--- config.mk ---
export PLATFORM = sky130hd
export DESIGN_NAME = tx_fifo_threshold_burst_ctrl
export DESIGN_NICKNAME = d
export VERILOG_FILES = /design/src/hdl/txq_pkg.sv /design/src/hdl/tx_fifo_threshold_burst_ctrl.sv
export SDC_FILE = /design/constraint.sdc
export NUM_CORES = 1
export LEC_CHECK = 0
export BUFFER_PORTS_ARGS = -buffer_cell sky130_fd_sc_hd__buf_4
export CORE_UTILIZATION = 44
export CTS_CLUSTER_SIZE = 24
export DETAILED_ROUTE_END_ITERATION = 16
export PLACE_DENSITY_LB_ADDON = 0.3
export SYNTH_ARGS = -nofsm -noshare
export SYNTH_HDL_FRONTEND = slang
export SYNTH_SLANG_ARGS = --single-unit
--- constraint.sdc ---
create_clock -name CORE_CLK -period 7.58 [get_ports CORE_CLK]
set_input_delay 0.758 -clock CORE_CLK [delete_from_list [all_inputs] [get_ports CORE_CLK]]
set_output_delay 0.758 -clock CORE_CLK [all_outputs]
set_load 0.01 [all_outputs]
--- src/hdl/txq_pkg.sv ---
package txq_pkg;
    // register map
    localparam logic [7:0]  ADDR_TRANSMIT_CONFIG = 8'h00;
    localparam logic [7:0]  ADDR_QUEUE_STATUS    = 8'h04;
    localparam logic [31:0] TRANSMIT_CONFIG_RST  = 32'h0000_0000;
    // field positions
    localparam int BURST_LSB = 20;
    localparam int FILL_LSB  = 8;
    localparam int DRAIN_LSB = 0;
    // only bits 22-20, 13-8 and 5-0 are stored
    localparam logic [31:0] TRANSMIT_CONFIG_MASK = 32'h0070_3F3F;
    // sizing
    localparam int             UNIT_BYTES_LOG2 = 5;
    localparam logic [11:0]    QUEUE_CAPACITY  = 12'h800;
    localparam logic [8:0]     BURST_MAX_WORDS = 9'h080;

    typedef struct packed {
        logic [2:0] burst;
        logic [5:0] fill;
        logic [5:0] drain;
    } tx_cfg_t;
endpackage : txq_pkg

--- src/hdl/tx_fifo_threshold_burst_ctrl.sv ---
// Implementation choices: the register addresses and strobed register access.
`timescale 1ns/100ps
module tx_fifo_threshold_burst_ctrl
    import txq_pkg::*;
(
    // clock and reset
    input  wire logic        CORE_CLK,
    input  wire logic        RESET_N,
    // register port
    input  wire logic [7:0]  REG_ADDR,
    input  wire logic [31:0] REG_WDATA,
    input  wire logic        REG_WR,
    input  wire logic        REG_RD,
    output logic      [31:0] REG_RDATA,
    // fill side: bus master engine writes bytes
    input  wire logic        FILL_WR,
    input  wire logic [11:0] FILL_BYTES,
    input  wire logic        FILL_PKT_END,
    output logic             FILL_REQ_OK,
    output logic      [8:0]  BURST_WORDS,
    // drain side: transmit engine reads bytes
    input  wire logic        DRAIN_RD,
    input  wire logic [11:0] DRAIN_BYTES,
    input  wire logic        DRAIN_PKT_END,
    output logic             DRAIN_START,
    output logic      [11:0] QUEUE_LEVEL
);

    ////////////////////////////////////////////////////////////////////////
    function automatic logic [8:0] burst_words(input logic [2:0] code);
        if (code == 3'h0) begin
            return BURST_MAX_WORDS;
        end
        return 9'(9'h001 << (code - 3'h1));
    endfunction : burst_words

    function automatic logic [11:0] units_to_bytes(input logic [5:0] units);
        return 12'(units) << UNIT_BYTES_LOG2;
    endfunction : units_to_bytes

    ////////////////////////////////////////////////////////////////////////
    tx_cfg_t     cfg_q;
    logic [11:0] level_q;
    logic [11:0] level_d;
    logic [7:0]  pkts_q;
    logic [7:0]  pkts_d;
    logic [11:0] free_bytes;
    logic [8:0]  burst_words_q;

    always_ff @(posedge CORE_CLK or negedge RESET_N) begin
        if (!RESET_N) begin
            cfg_q.burst <= TRANSMIT_CONFIG_RST[BURST_LSB +: 3];
            cfg_q.fill  <= TRANSMIT_CONFIG_RST[FILL_LSB +: 6];
            cfg_q.drain <= TRANSMIT_CONFIG_RST[DRAIN_LSB +: 6];
        end else if (REG_WR && REG_ADDR == ADDR_TRANSMIT_CONFIG) begin
            cfg_q.burst <= REG_WDATA[BURST_LSB +: 3];
            cfg_q.fill  <= REG_WDATA[FILL_LSB +: 6];
            cfg_q.drain <= REG_WDATA[DRAIN_LSB +: 6];
        end
    end

    // burst limit loads with the config write so the output comes from a flop
    always_ff @(posedge CORE_CLK or negedge RESET_N) begin
        if (!RESET_N) begin
            burst_words_q <= BURST_MAX_WORDS;
        end else if (REG_WR && REG_ADDR == ADDR_TRANSMIT_CONFIG) begin
            burst_words_q <= burst_words(REG_WDATA[BURST_LSB +: 3]);
        end
    end

    always_ff @(posedge CORE_CLK or negedge RESET_N) begin
        if (!RESET_N) begin
            REG_RDATA <= 32'h0000_0000;
        end else if (REG_RD) begin
            unique case (REG_ADDR)
                ADDR_TRANSMIT_CONFIG: REG_RDATA <= TRANSMIT_CONFIG_MASK &
                    ({29'h0000_0000, cfg_q.burst} << BURST_LSB |
                     {26'h0000_0000, cfg_q.fill} << FILL_LSB |
                     {26'h0000_0000, cfg_q.drain} << DRAIN_LSB);
                ADDR_QUEUE_STATUS: REG_RDATA <= {12'h000, pkts_q, level_q};
                default: REG_RDATA <= 32'h0000_0000;
            endcase
        end else begin
            REG_RDATA <= 32'h0000_0000;
        end
    end

    ////////////////////////////////////////////////////////////////////////
    // byte level and whole-packet count
    always_comb begin
        level_d = level_q;
        if (FILL_WR) begin
            level_d = 12'(level_d + FILL_BYTES);
        end
        if (DRAIN_RD) begin
            level_d = 12'(level_d - DRAIN_BYTES);
        end
        pkts_d = pkts_q;
        if (FILL_WR && FILL_PKT_END) begin
            pkts_d = 8'(pkts_d + 8'h01);
        end
        if (DRAIN_RD && DRAIN_PKT_END && pkts_q != 8'h00) begin
            pkts_d = 8'(pkts_d - 8'h01);
        end
    end

    always_ff @(posedge CORE_CLK or negedge RESET_N) begin
        if (!RESET_N) begin
            level_q <= 12'h000;
            pkts_q  <= 8'h00;
        end else begin
            level_q <= level_d;
            pkts_q  <= pkts_d;
        end
    end

    ////////////////////////////////////////////////////////////////////////
    assign free_bytes  = 12'(QUEUE_CAPACITY - level_q);
    assign FILL_REQ_OK = free_bytes >= units_to_bytes(cfg_q.fill);
    assign BURST_WORDS = burst_words_q;
    assign DRAIN_START = (level_q >= units_to_bytes(cfg_q.drain)) ||
                         (pkts_q != 8'h00);
    assign QUEUE_LEVEL = level_q;

    ////////////////////////////////////////////////////////////////////////
    property p_fill_gate;
        @(posedge CORE_CLK) disable iff (!RESET_N)
        FILL_REQ_OK |-> (13'(level_q) + 13'({cfg_q.fill, 5'h00}) <= 13'h0800);
    endproperty
    a_fill_gate: assert property (p_fill_gate) else $error("fill gate early");

    property p_fill_units;
        @(posedge CORE_CLK) disable iff (!RESET_N)
        !FILL_REQ_OK |-> (13'(level_q) + 13'({cfg_q.fill, 5'h00}) > 13'h0800);
    endproperty
    a_fill_units: assert property (p_fill_units) else $error("fill units wrong");

    property p_burst_max;
        @(posedge CORE_CLK) disable iff (!RESET_N)
        (cfg_q.burst == 3'h0) |-> (BURST_WORDS == 9'h080);
    endproperty
    a_burst_max: assert property (p_burst_max) else $error("burst 000 not 128");

    property p_burst_pow;
        @(posedge CORE_CLK) disable iff (!RESET_N)
        (cfg_q.burst == 3'h4) |-> (BURST_WORDS == 9'h008);
    endproperty
    a_burst_pow: assert property (p_burst_pow) else $error("burst 100 not 8");

    property p_drain_level;
        @(posedge CORE_CLK) disable iff (!RESET_N)
        (level_q[11:5] >= 7'(cfg_q.drain)) |-> DRAIN_START;
    endproperty
    a_drain_level: assert property (p_drain_level) else $error("no drain start");

    property p_drain_pkt;
        @(posedge CORE_CLK) disable iff (!RESET_N)
        (FILL_WR && FILL_PKT_END && !DRAIN_RD) |=> DRAIN_START;
    endproperty
    a_drain_pkt: assert property (p_drain_pkt) else $error("whole packet ignored");

    property p_drain_hold;
        @(posedge CORE_CLK) disable iff (!RESET_N)
        DRAIN_START |-> (level_q[11:5] >= 7'(cfg_q.drain) || pkts_q != 8'h00);
    endproperty
    a_drain_hold: assert property (p_drain_hold) else $error("drain start early");

    property p_capacity;
        @(posedge CORE_CLK) disable iff (!RESET_N)
        (level_q == 12'h000) |-> (free_bytes == 12'h800);
    endproperty
    a_capacity: assert property (p_capacity) else $error("capacity not 2048");

    property p_fill_empty;
        @(posedge CORE_CLK) disable iff (!RESET_N)
        (level_q == 12'h000) |-> FILL_REQ_OK;
    endproperty
    a_fill_empty: assert property (p_fill_empty) else $error("empty queue blocks fill");

    property p_burst_one;
        @(posedge CORE_CLK) disable iff (!RESET_N)
        (cfg_q.burst == 3'h1) |-> (BURST_WORDS == 9'h001);
    endproperty
    a_burst_one: assert property (p_burst_one) else $error("burst 001 not 1");

    property p_burst_six;
        @(posedge CORE_CLK) disable iff (!RESET_N)
        (cfg_q.burst == 3'h6) |-> (BURST_WORDS == 9'h020);
    endproperty
    a_burst_six: assert property (p_burst_six) else $error("burst 110 not 32");

    property p_burst_top;
        @(posedge CORE_CLK) disable iff (!RESET_N)
        (cfg_q.burst == 3'h7) |-> (BURST_WORDS == 9'h040);
    endproperty
    a_burst_top: assert property (p_burst_top) else $error("burst 111 not 64");

    property p_fill_add;
        @(posedge CORE_CLK) disable iff (!RESET_N)
        (FILL_WR && !DRAIN_RD) |=> (level_q == 12'($past(level_q) + $past(FILL_BYTES)));
    endproperty
    a_fill_add: assert property (p_fill_add) else $error("fill bytes not counted");

    property p_drain_sub;
        @(posedge CORE_CLK) disable iff (!RESET_N)
        (DRAIN_RD && !FILL_WR) |=> (level_q == 12'($past(level_q) - $past(DRAIN_BYTES)));
    endproperty
    a_drain_sub: assert property (p_drain_sub) else $error("drain bytes not counted");

    property p_pkt_drop;
        @(posedge CORE_CLK) disable iff (!RESET_N)
        (DRAIN_RD && DRAIN_PKT_END && !FILL_WR && pkts_q != 8'h00) |=>
            (pkts_q == 8'($past(pkts_q) - 8'h01));
    endproperty
    a_pkt_drop: assert property (p_pkt_drop) else $error("drained packet kept");

endmodule : tx_fifo_threshold_burst_ctrl

==> results of run 1 <==
power breakdown:
part / switching (W) / internal (W)
combinational: 0.000466 / 0.000451
clock: 0.000145 / 0.000118
sequential: 0.000128 / 0.000414
total: 0.000739 / 0.000983
routing by layer:
| layer | GRT usage [%] | up-vias |
|---|---|---|
| met3 | 3.25 | 9 |
| met2 | 35.3 | 97 |
| met4 | 6.83 | 0 |
| met1 | 25.8 | 1726 |
| li1 | - | 1842 |
| met5 | 0 | - |
kinds of logic (layout without fill, tap and decap cells):
family | count (synthesis) | count (layout) | share of synthesized area, %
adder cells (fa/ha/maj) | 41 | 41 | 11.8
XOR/XNOR | 30 | 30 | 6.18
other | 1 | 10 | 0.0838
flip-flops | 66 | 66 | 36.9
AO/OA/AOI/OAI | 95 | 95 | 14.2
AND/OR/NAND/NOR | 131 | 131 | 15.0
buffers and inverters | 65 | 155 | 6.34
multiplexers | 40 | 40 | 9.50
worst max-delay path by stage:
stage          cells past startpoint                   endpoint  slack [ns]
6_report                          14  QUEUE_LEVEL[11]$_DFF_PN0_        3.01
5_1_grt                           14  QUEUE_LEVEL[11]$_DFF_PN0_        2.84
4_1_cts                           14  QUEUE_LEVEL[11]$_DFF_PN0_        3.07
3_5_place_dp                      14  QUEUE_LEVEL[11]$_DFF_PN0_        2.71
3_3_place_gp                      14  QUEUE_LEVEL[11]$_DFF_PN0_        2.78
2_1_floorplan                     13  QUEUE_LEVEL[11]$_DFF_PN0_        3.48
worst max-delay path, stage by stage:
cell	delay, ns
buf_4	0.11
ha_1	0.21
fa_1	0.42
a21o_1	0.20
a21o_1	0.20
a211oi_1	0.52
o21bai_1	0.15
a31o_2	0.26
ha_1	0.36
nand2_1	0.09
a2111oi_0	0.61
nor2_1	0.19
o311ai_0	0.43
xnor3_1	0.27
final cells by class:
type,count,area share (%)
Sequential cell,66,30.3
Clock buffer,9,2.27
Timing Repair Buffer,100,13.8
Clock inverter,7,0.825
Tap cell,133,3.05
Inverter,39,2.68
Multi-Input combinational cell,347,47.1
sequential cells by signal, summed over array words and instances (netlist names):
register     count
REG_RDATA       23
cfg_q           15
QUEUE_LEVEL     12
BURST_WORDS      8
pkts_q           8
cells in the mapped netlist, types with 10 or more instances:
master	instances	area [sq um]
inv_1	39	146
buf_4	10	75.1
nor2_1	32	120
ha_1	39	488
and3_1	12	75.1
xnor2_1	21	184
dfrtp_1	65	1630
nand2_1	38	143
mux2i_1	20	200
a21oi_1	23	115
clkbuf_1	14	52.6
o21ai_0	20	100
mux2_2	20	225
per-stage QoR:
step / hold WS (ns) / area, sq um / cells
5_1_grt: 0.515 / 5460 / 701
4_1_cts: 0.485 / 5460 / 701
6_report: 0.482 / 5460 / 701
2_1_floorplan: 0.442 / 4510 / 478
3_3_place_gp: 0.460 / 5290 / 685
3_5_place_dp: 0.464 / 5290 / 685
layout by cell type, fill, tap and decap left out, types with 3 or more instances in the layout:
master,n
buf_4,100
dfrtp_1,65
inv_1,39
ha_1,39
nand2_1,38
nor2_1,32
a21oi_1,23
xnor2_1,21
mux2i_1,20
o21ai_0,20
mux2_2,20
and3_1,12
conb_1,10
a21o_1,9
o31ai_1,9
clkbuf_8,9
nor3_1,8
xor2_1,8
nand3_1,6
o41ai_1,5
or3_1,5
nor2b_1,5
nor4_1,4
clkinv_2,4
a211oi_1,3
o21a_1,3
a2111oi_0,3
nand4_1,3
nand3b_1,3
a31oi_1,3
nor3b_1,3
==> results_dict.tcl, run 1 <==
set metrics [dict create \
    status "finished, final reports clean" \
    die_y_um 103 \
    path_clk_slew_ns 0.08 \
    wl_per_cell_um 14.5 \
    cp-startpoint "FILL_BYTES[0]" \
    path_max_fanout 5 \
    antenna_found_initial 0 \
    cts_buffer_depth 2 \
    power_density_nw_per_um2 316 \
    arrival_ns 4.79 \
    synth_top_flop_cell "dfrtp_1" \
    place_ws_ns 2.71 \
    worstSetupEndpointType "flop" \
    power_w 0.00172 \
    finalSetupTns_ns 0 \
    holdPathEnd "BURST_WORDS[1]$_DFFE_PN0P_" \
    setup_viol 0 \
    die_w_um 103 \
    synth-seq-cells 66 \
    syn_inst 469 \
    top_layer_used "met4" \
    wl_met2_um 5050 \
    postRouteAntennaNets 0 \
    hold_viol 0 \
    io_pins 127 \
    hold_class "reg2reg" \
    antenna_cells 0 \
    fin_skew_ns 0.00879 \
    drive_gt1_share_pct 25.7 \
    reg2reg_from "QUEUE_LEVEL[0]$_DFF_PN0_" \
    post_synth.cell_area_avg_sq_um 9.55 \
    fmax_mhz 219 \
    core_sq_um 9820 \
    vias_per_cell 5.24 \
    ir_drop_mv 0.205 \
    drt_iter0_drc 152 \
    syn_to_final_growth_pct 21.9 \
    seq_area_frac_synth_pct 36.9 \
    ctsHoldBuffers 0 \
    required_ns 7.80 \
    async_flop_share_pct 100 \
    ys_warn_count 0 \
    initial_core_util_pct 45.6 \
    grt_pass1_wl_um 16400 \
    clock_sinks 66 \
    netlist-cell-type-count 57 \
    reg2reg_depth 13 \
    dp_hpwl_um 7830 \
    hold_depth 2 \
    start_kind "input port" \
    path_class "in2reg" \
    n_fill_cell 912 \
    htree_levels 3 \
    drt_wl_total_um 10200 \
    drv_cap 0 \
    grt_max_degree 67 \
    cts-resized-gates 0 \
    portBuffers 99 \
    utilization_pct 55.6 \
    p_leak_nw 2.74 \
    cts_setup_buffers 0 \
    die_area_sq_um 10600 \
    rows 36 \
    gp_congestion 0.838 \
    maxSlewViolCount 0 \
    drcViolationCount 0 \
    grt_pass1_vias 3494 \
    reg2reg_to "QUEUE_LEVEL[11]$_DFF_PN0_" \
    hold_path_startpoint "BURST_WORDS[1]$_DFFE_PN0P_" \
    finalCritPeriodShare_pct 60.2 \
    grt_use_total_pct 20.3 \
    cts_tree "yes" \
    via_count 3674 \
    rsz0062_at_grt "false" \
    wl_met1_um 4560 \
    synth-edff-count 0 \
    cts_inserted_buffers 9 \
    wl_met3_um 481 \
    multi_input_area_sq_um 2570 \
    seq_area_sq_um 1650 \
    clk_latency_ns 0.34 \
    period_minus_slack_ns 4.57 \
    setup_ws_ns 3.01 \
    fin_nets 676 \
    cts_root_buffer "clkbuf_8" \
    netlist_area_sq_um 4480 \
    first_pass_iters 4 \
    grt_overflow 0 \
    worst_pin_slew_ns 0.823 \
    reg2reg_slack_ns 3.09 \
    slew_headroom_pct 45.1 \
]
No activity file was read; power rests on OpenSTA's default activity.
==> run 2: changes to the inputs <==
==> constraint.sdc (replaced) <==
create_clock -name CORE_CLK -period 3.7 [get_ports CORE_CLK]
set_input_delay 0.37 -clock CORE_CLK [delete_from_list [all_inputs] [get_ports CORE_CLK]]
set_output_delay 0.37 -clock CORE_CLK [all_outputs]
set_load 0.01 [all_outputs]
==> results_dict.tcl, run 2 (same netlist as run 1, synthesis figures left out) <==
set metrics [dict create \
    status "finished with violations" \
    violations "setup timing" \
    place_inst 719 \
    rows 36 \
    ctsHoldBuffers 0 \
    antenna_found_initial 0 \
    die_area_sq_um 10600 \
    cp_slowest_stage_delay_ns 0.54 \
    rsz0062_at_grt "true" \
    grt_use_total_pct 22.3 \
    grt_overflow 0 \
    path_delay_family "simple AND/OR/NAND/NOR gates" \
    worstSetupEndpointType "output pin" \
    cts_tree "yes" \
    portBuffers 99 \
    core_sq_um 9820 \
    path_clk_slew_ns 0.08 \
    p_seq_share_pct 23.5 \
    slowest_stage "or4_4" \
    fmax_mhz 268 \
    first_pass_iters 4 \
    layoutNonFillerInstCount 747 \
    drt_wl_total_um 11200 \
    layout_common_cells "buf_4 (140), dfrtp_1 (65), inv_1 (39), nand2_1 (37), ha_1 (34)" \
    fin_nets 722 \
    p_leak_nw 3.01 \
    path_max_fanout 4 \
    dp_hpwl_um 8370 \
    cts_buffer_depth 2 \
    n_fill_cell 873 \
    postRouteAntennaNets 0 \
    final_common_cell "buf_4" \
    switching_share_pct 40.3 \
    worst_pin_slew_ns 0.836 \
    hold_viol 0 \
    drive_gt1_share_pct 34.4 \
    power_density_nw_per_um2 718 \
    htree_levels 3 \
    slew_headroom_pct 44.3 \
    path_class "reg2out" \
    antenna_cells 0 \
    finalCritPeriodShare_pct 101 \
    multi_input_area_sq_um 2750 \
    cp_cell_sequence "buf_6 -> or4_4 -> or2_4 -> or4_4 -> xor2_1 -> ha_1 -> a21oi_1 -> o21ai_1 -> a21o_1 -> a211o_2 -> buf_6" \
    grt_pass1_wl_um 17900 \
    utilization_pct 61.6 \
    die_y_um 103 \
    io_pins 127 \
    power_w 0.00434 \
    die_w_um 103 \
    hold_class "in2async" \
    clkPwrFrac_pct 15.7 \
    grt_pass1_vias 3901 \
    period_minus_slack_ns 3.73 \
    p_int_w 0.00259 \
    via_count 3911 \
    maxSlewViolCount 0 \
    combPwrFrac_pct 60.8 \
    place_ws_ns -0.285 \
    cp_num_buf_inv 2 \
    vias_per_cell 5.24 \
    syn_to_final_growth_pct 35.2 \
    setup_ws_ns -0.0272 \
    start_kind "flop" \
    ir_drop_mv 0.387 \
    initial_core_util_pct 45.6 \
    seq_area_sq_um 1650 \
    largest-register "REG_RDATA" \
    largest_reg_flops 23 \
    clk_latency_ns 0.35 \
    grt_max_degree 67 \
    cts_root_buffer "clkbuf_8" \
    arrival_ns 3.36 \
    required_ns 3.33 \
    clock_sinks 66 \
    drt_iter0_drc 119 \
    fin_skew_ns 0.00483 \
    setup_viol 1 \
    switchingPower_w 0.00175 \
    drv_cap 0 \
    gp_congestion 0.863 \
    wl_per_cell_um 15.0 \
    cts_inserted_buffers 9 \
    drcViolationCount 0 \
]
run 2: cell types whose count changed in the layout (fill, tap and decap cells not counted), sizes merged:
cell and delta:
buf +46, bufinv +2, clkinv -3, clkbuf +1
run 2: power by group through the flow:
stage               Sequential (W)  Clock, W  Combinational [W]
floorplan                  0.00104         0            0.00145
global placement           0.00102         0            0.00222
detailed placement         0.00103         0            0.00229
CTS                        0.00101  0.000695            0.00244
global route               0.00104  0.000726            0.00292
finish                     0.00102  0.000681            0.00264
run 2: final cells by class:
cell class | count | area share [%]
repair buffers | 146 | 18.5
clock buffers | 10 | 2.11
multi-input cells | 347 | 45.4
well taps | 133 | 2.75
inverters | 39 | 2.42
clock inverters | 6 | 1.49
flip-flops and latches | 66 | 27.3
run 2: worst paths after layout:
| path | from | to | slack (ns) | cells after the start |
|---|---|---|---|---|
| worst min-delay path | RESET_N | cfg_q[4]$_DFFE_PN0P_ | 0.12 | 1 |
| max in group asynchronous | RESET_N | QUEUE_LEVEL[5]$_DFF_PN0_ | 3.03 | 1 |
| worst max register to register | QUEUE_LEVEL[0]$_DFF_PN0_ | QUEUE_LEVEL[8]$_DFF_PN0_ | 0.10 | 15 |
| min in group CORE_CLK | REG_WDATA[20] | BURST_WORDS[1]$_DFFE_PN0P_ | 0.25 | 2 |
| worst min register to register | BURST_WORDS[0]$_DFFE_PN0P_ | BURST_WORDS[0]$_DFFE_PN0P_ | 0.48 | 2 |
| worst max-delay path | QUEUE_LEVEL[1]$_DFF_PN0_ | FILL_REQ_OK | -0.03 | 11 |
run 2: metrics by stage:
step | hold WS, ns | instance area [sq um] | setup TNS, ns
3_3_place_gp | 0.459 | 5550 | -0.257
2_1_floorplan | 0.0744 | 4520 | 0
4_1_cts | 0.150 | 5890 | -0.189
3_5_place_dp | 0.467 | 5550 | -0.562
5_1_grt | 0.202 | 6050 | -0.203
6_report | 0.124 | 6050 | -0.0272
run 2: worst reg2reg max path, cell delays in order, from the launching register on:
cell	delay, ns
dfrtp_1	0.40
buf_6	0.13
ha_4	0.15
fa_2	0.35
a21o_1	0.17
a21o_1	0.23
xor2_1	0.16
mux2_2	0.29
ha_1	0.31
a21oi_1	0.21
o21ai_1	0.14
a2111oi_2	0.33
buf_4	0.18
nor2_1	0.05
xor2_1	0.13
mux2_2	0.26
run 2: timing repair:
item | CTS | global route
setup buffers | 10 | 2
resized for setup | 16 | 22
pin swaps | 13 | 20
cloned | 0 | 0
setup endpoints to repair | 3 | 6
hold endpoints to repair | 0 | 0
run 2: per-layer routing:
| metal | GRT usage [%] | up-vias | routed length [um] |
|---|---|---|---|
| li1 | - | 1924 | - |
| met1 | 26.4 | 1883 | 4820 |
| met2 | 41.1 | 93 | 5870 |
| met3 | 2.85 | 11 | 394 |
| met4 | 8.34 | 0 | 156 |
| met5 | 0 | - | 0 |
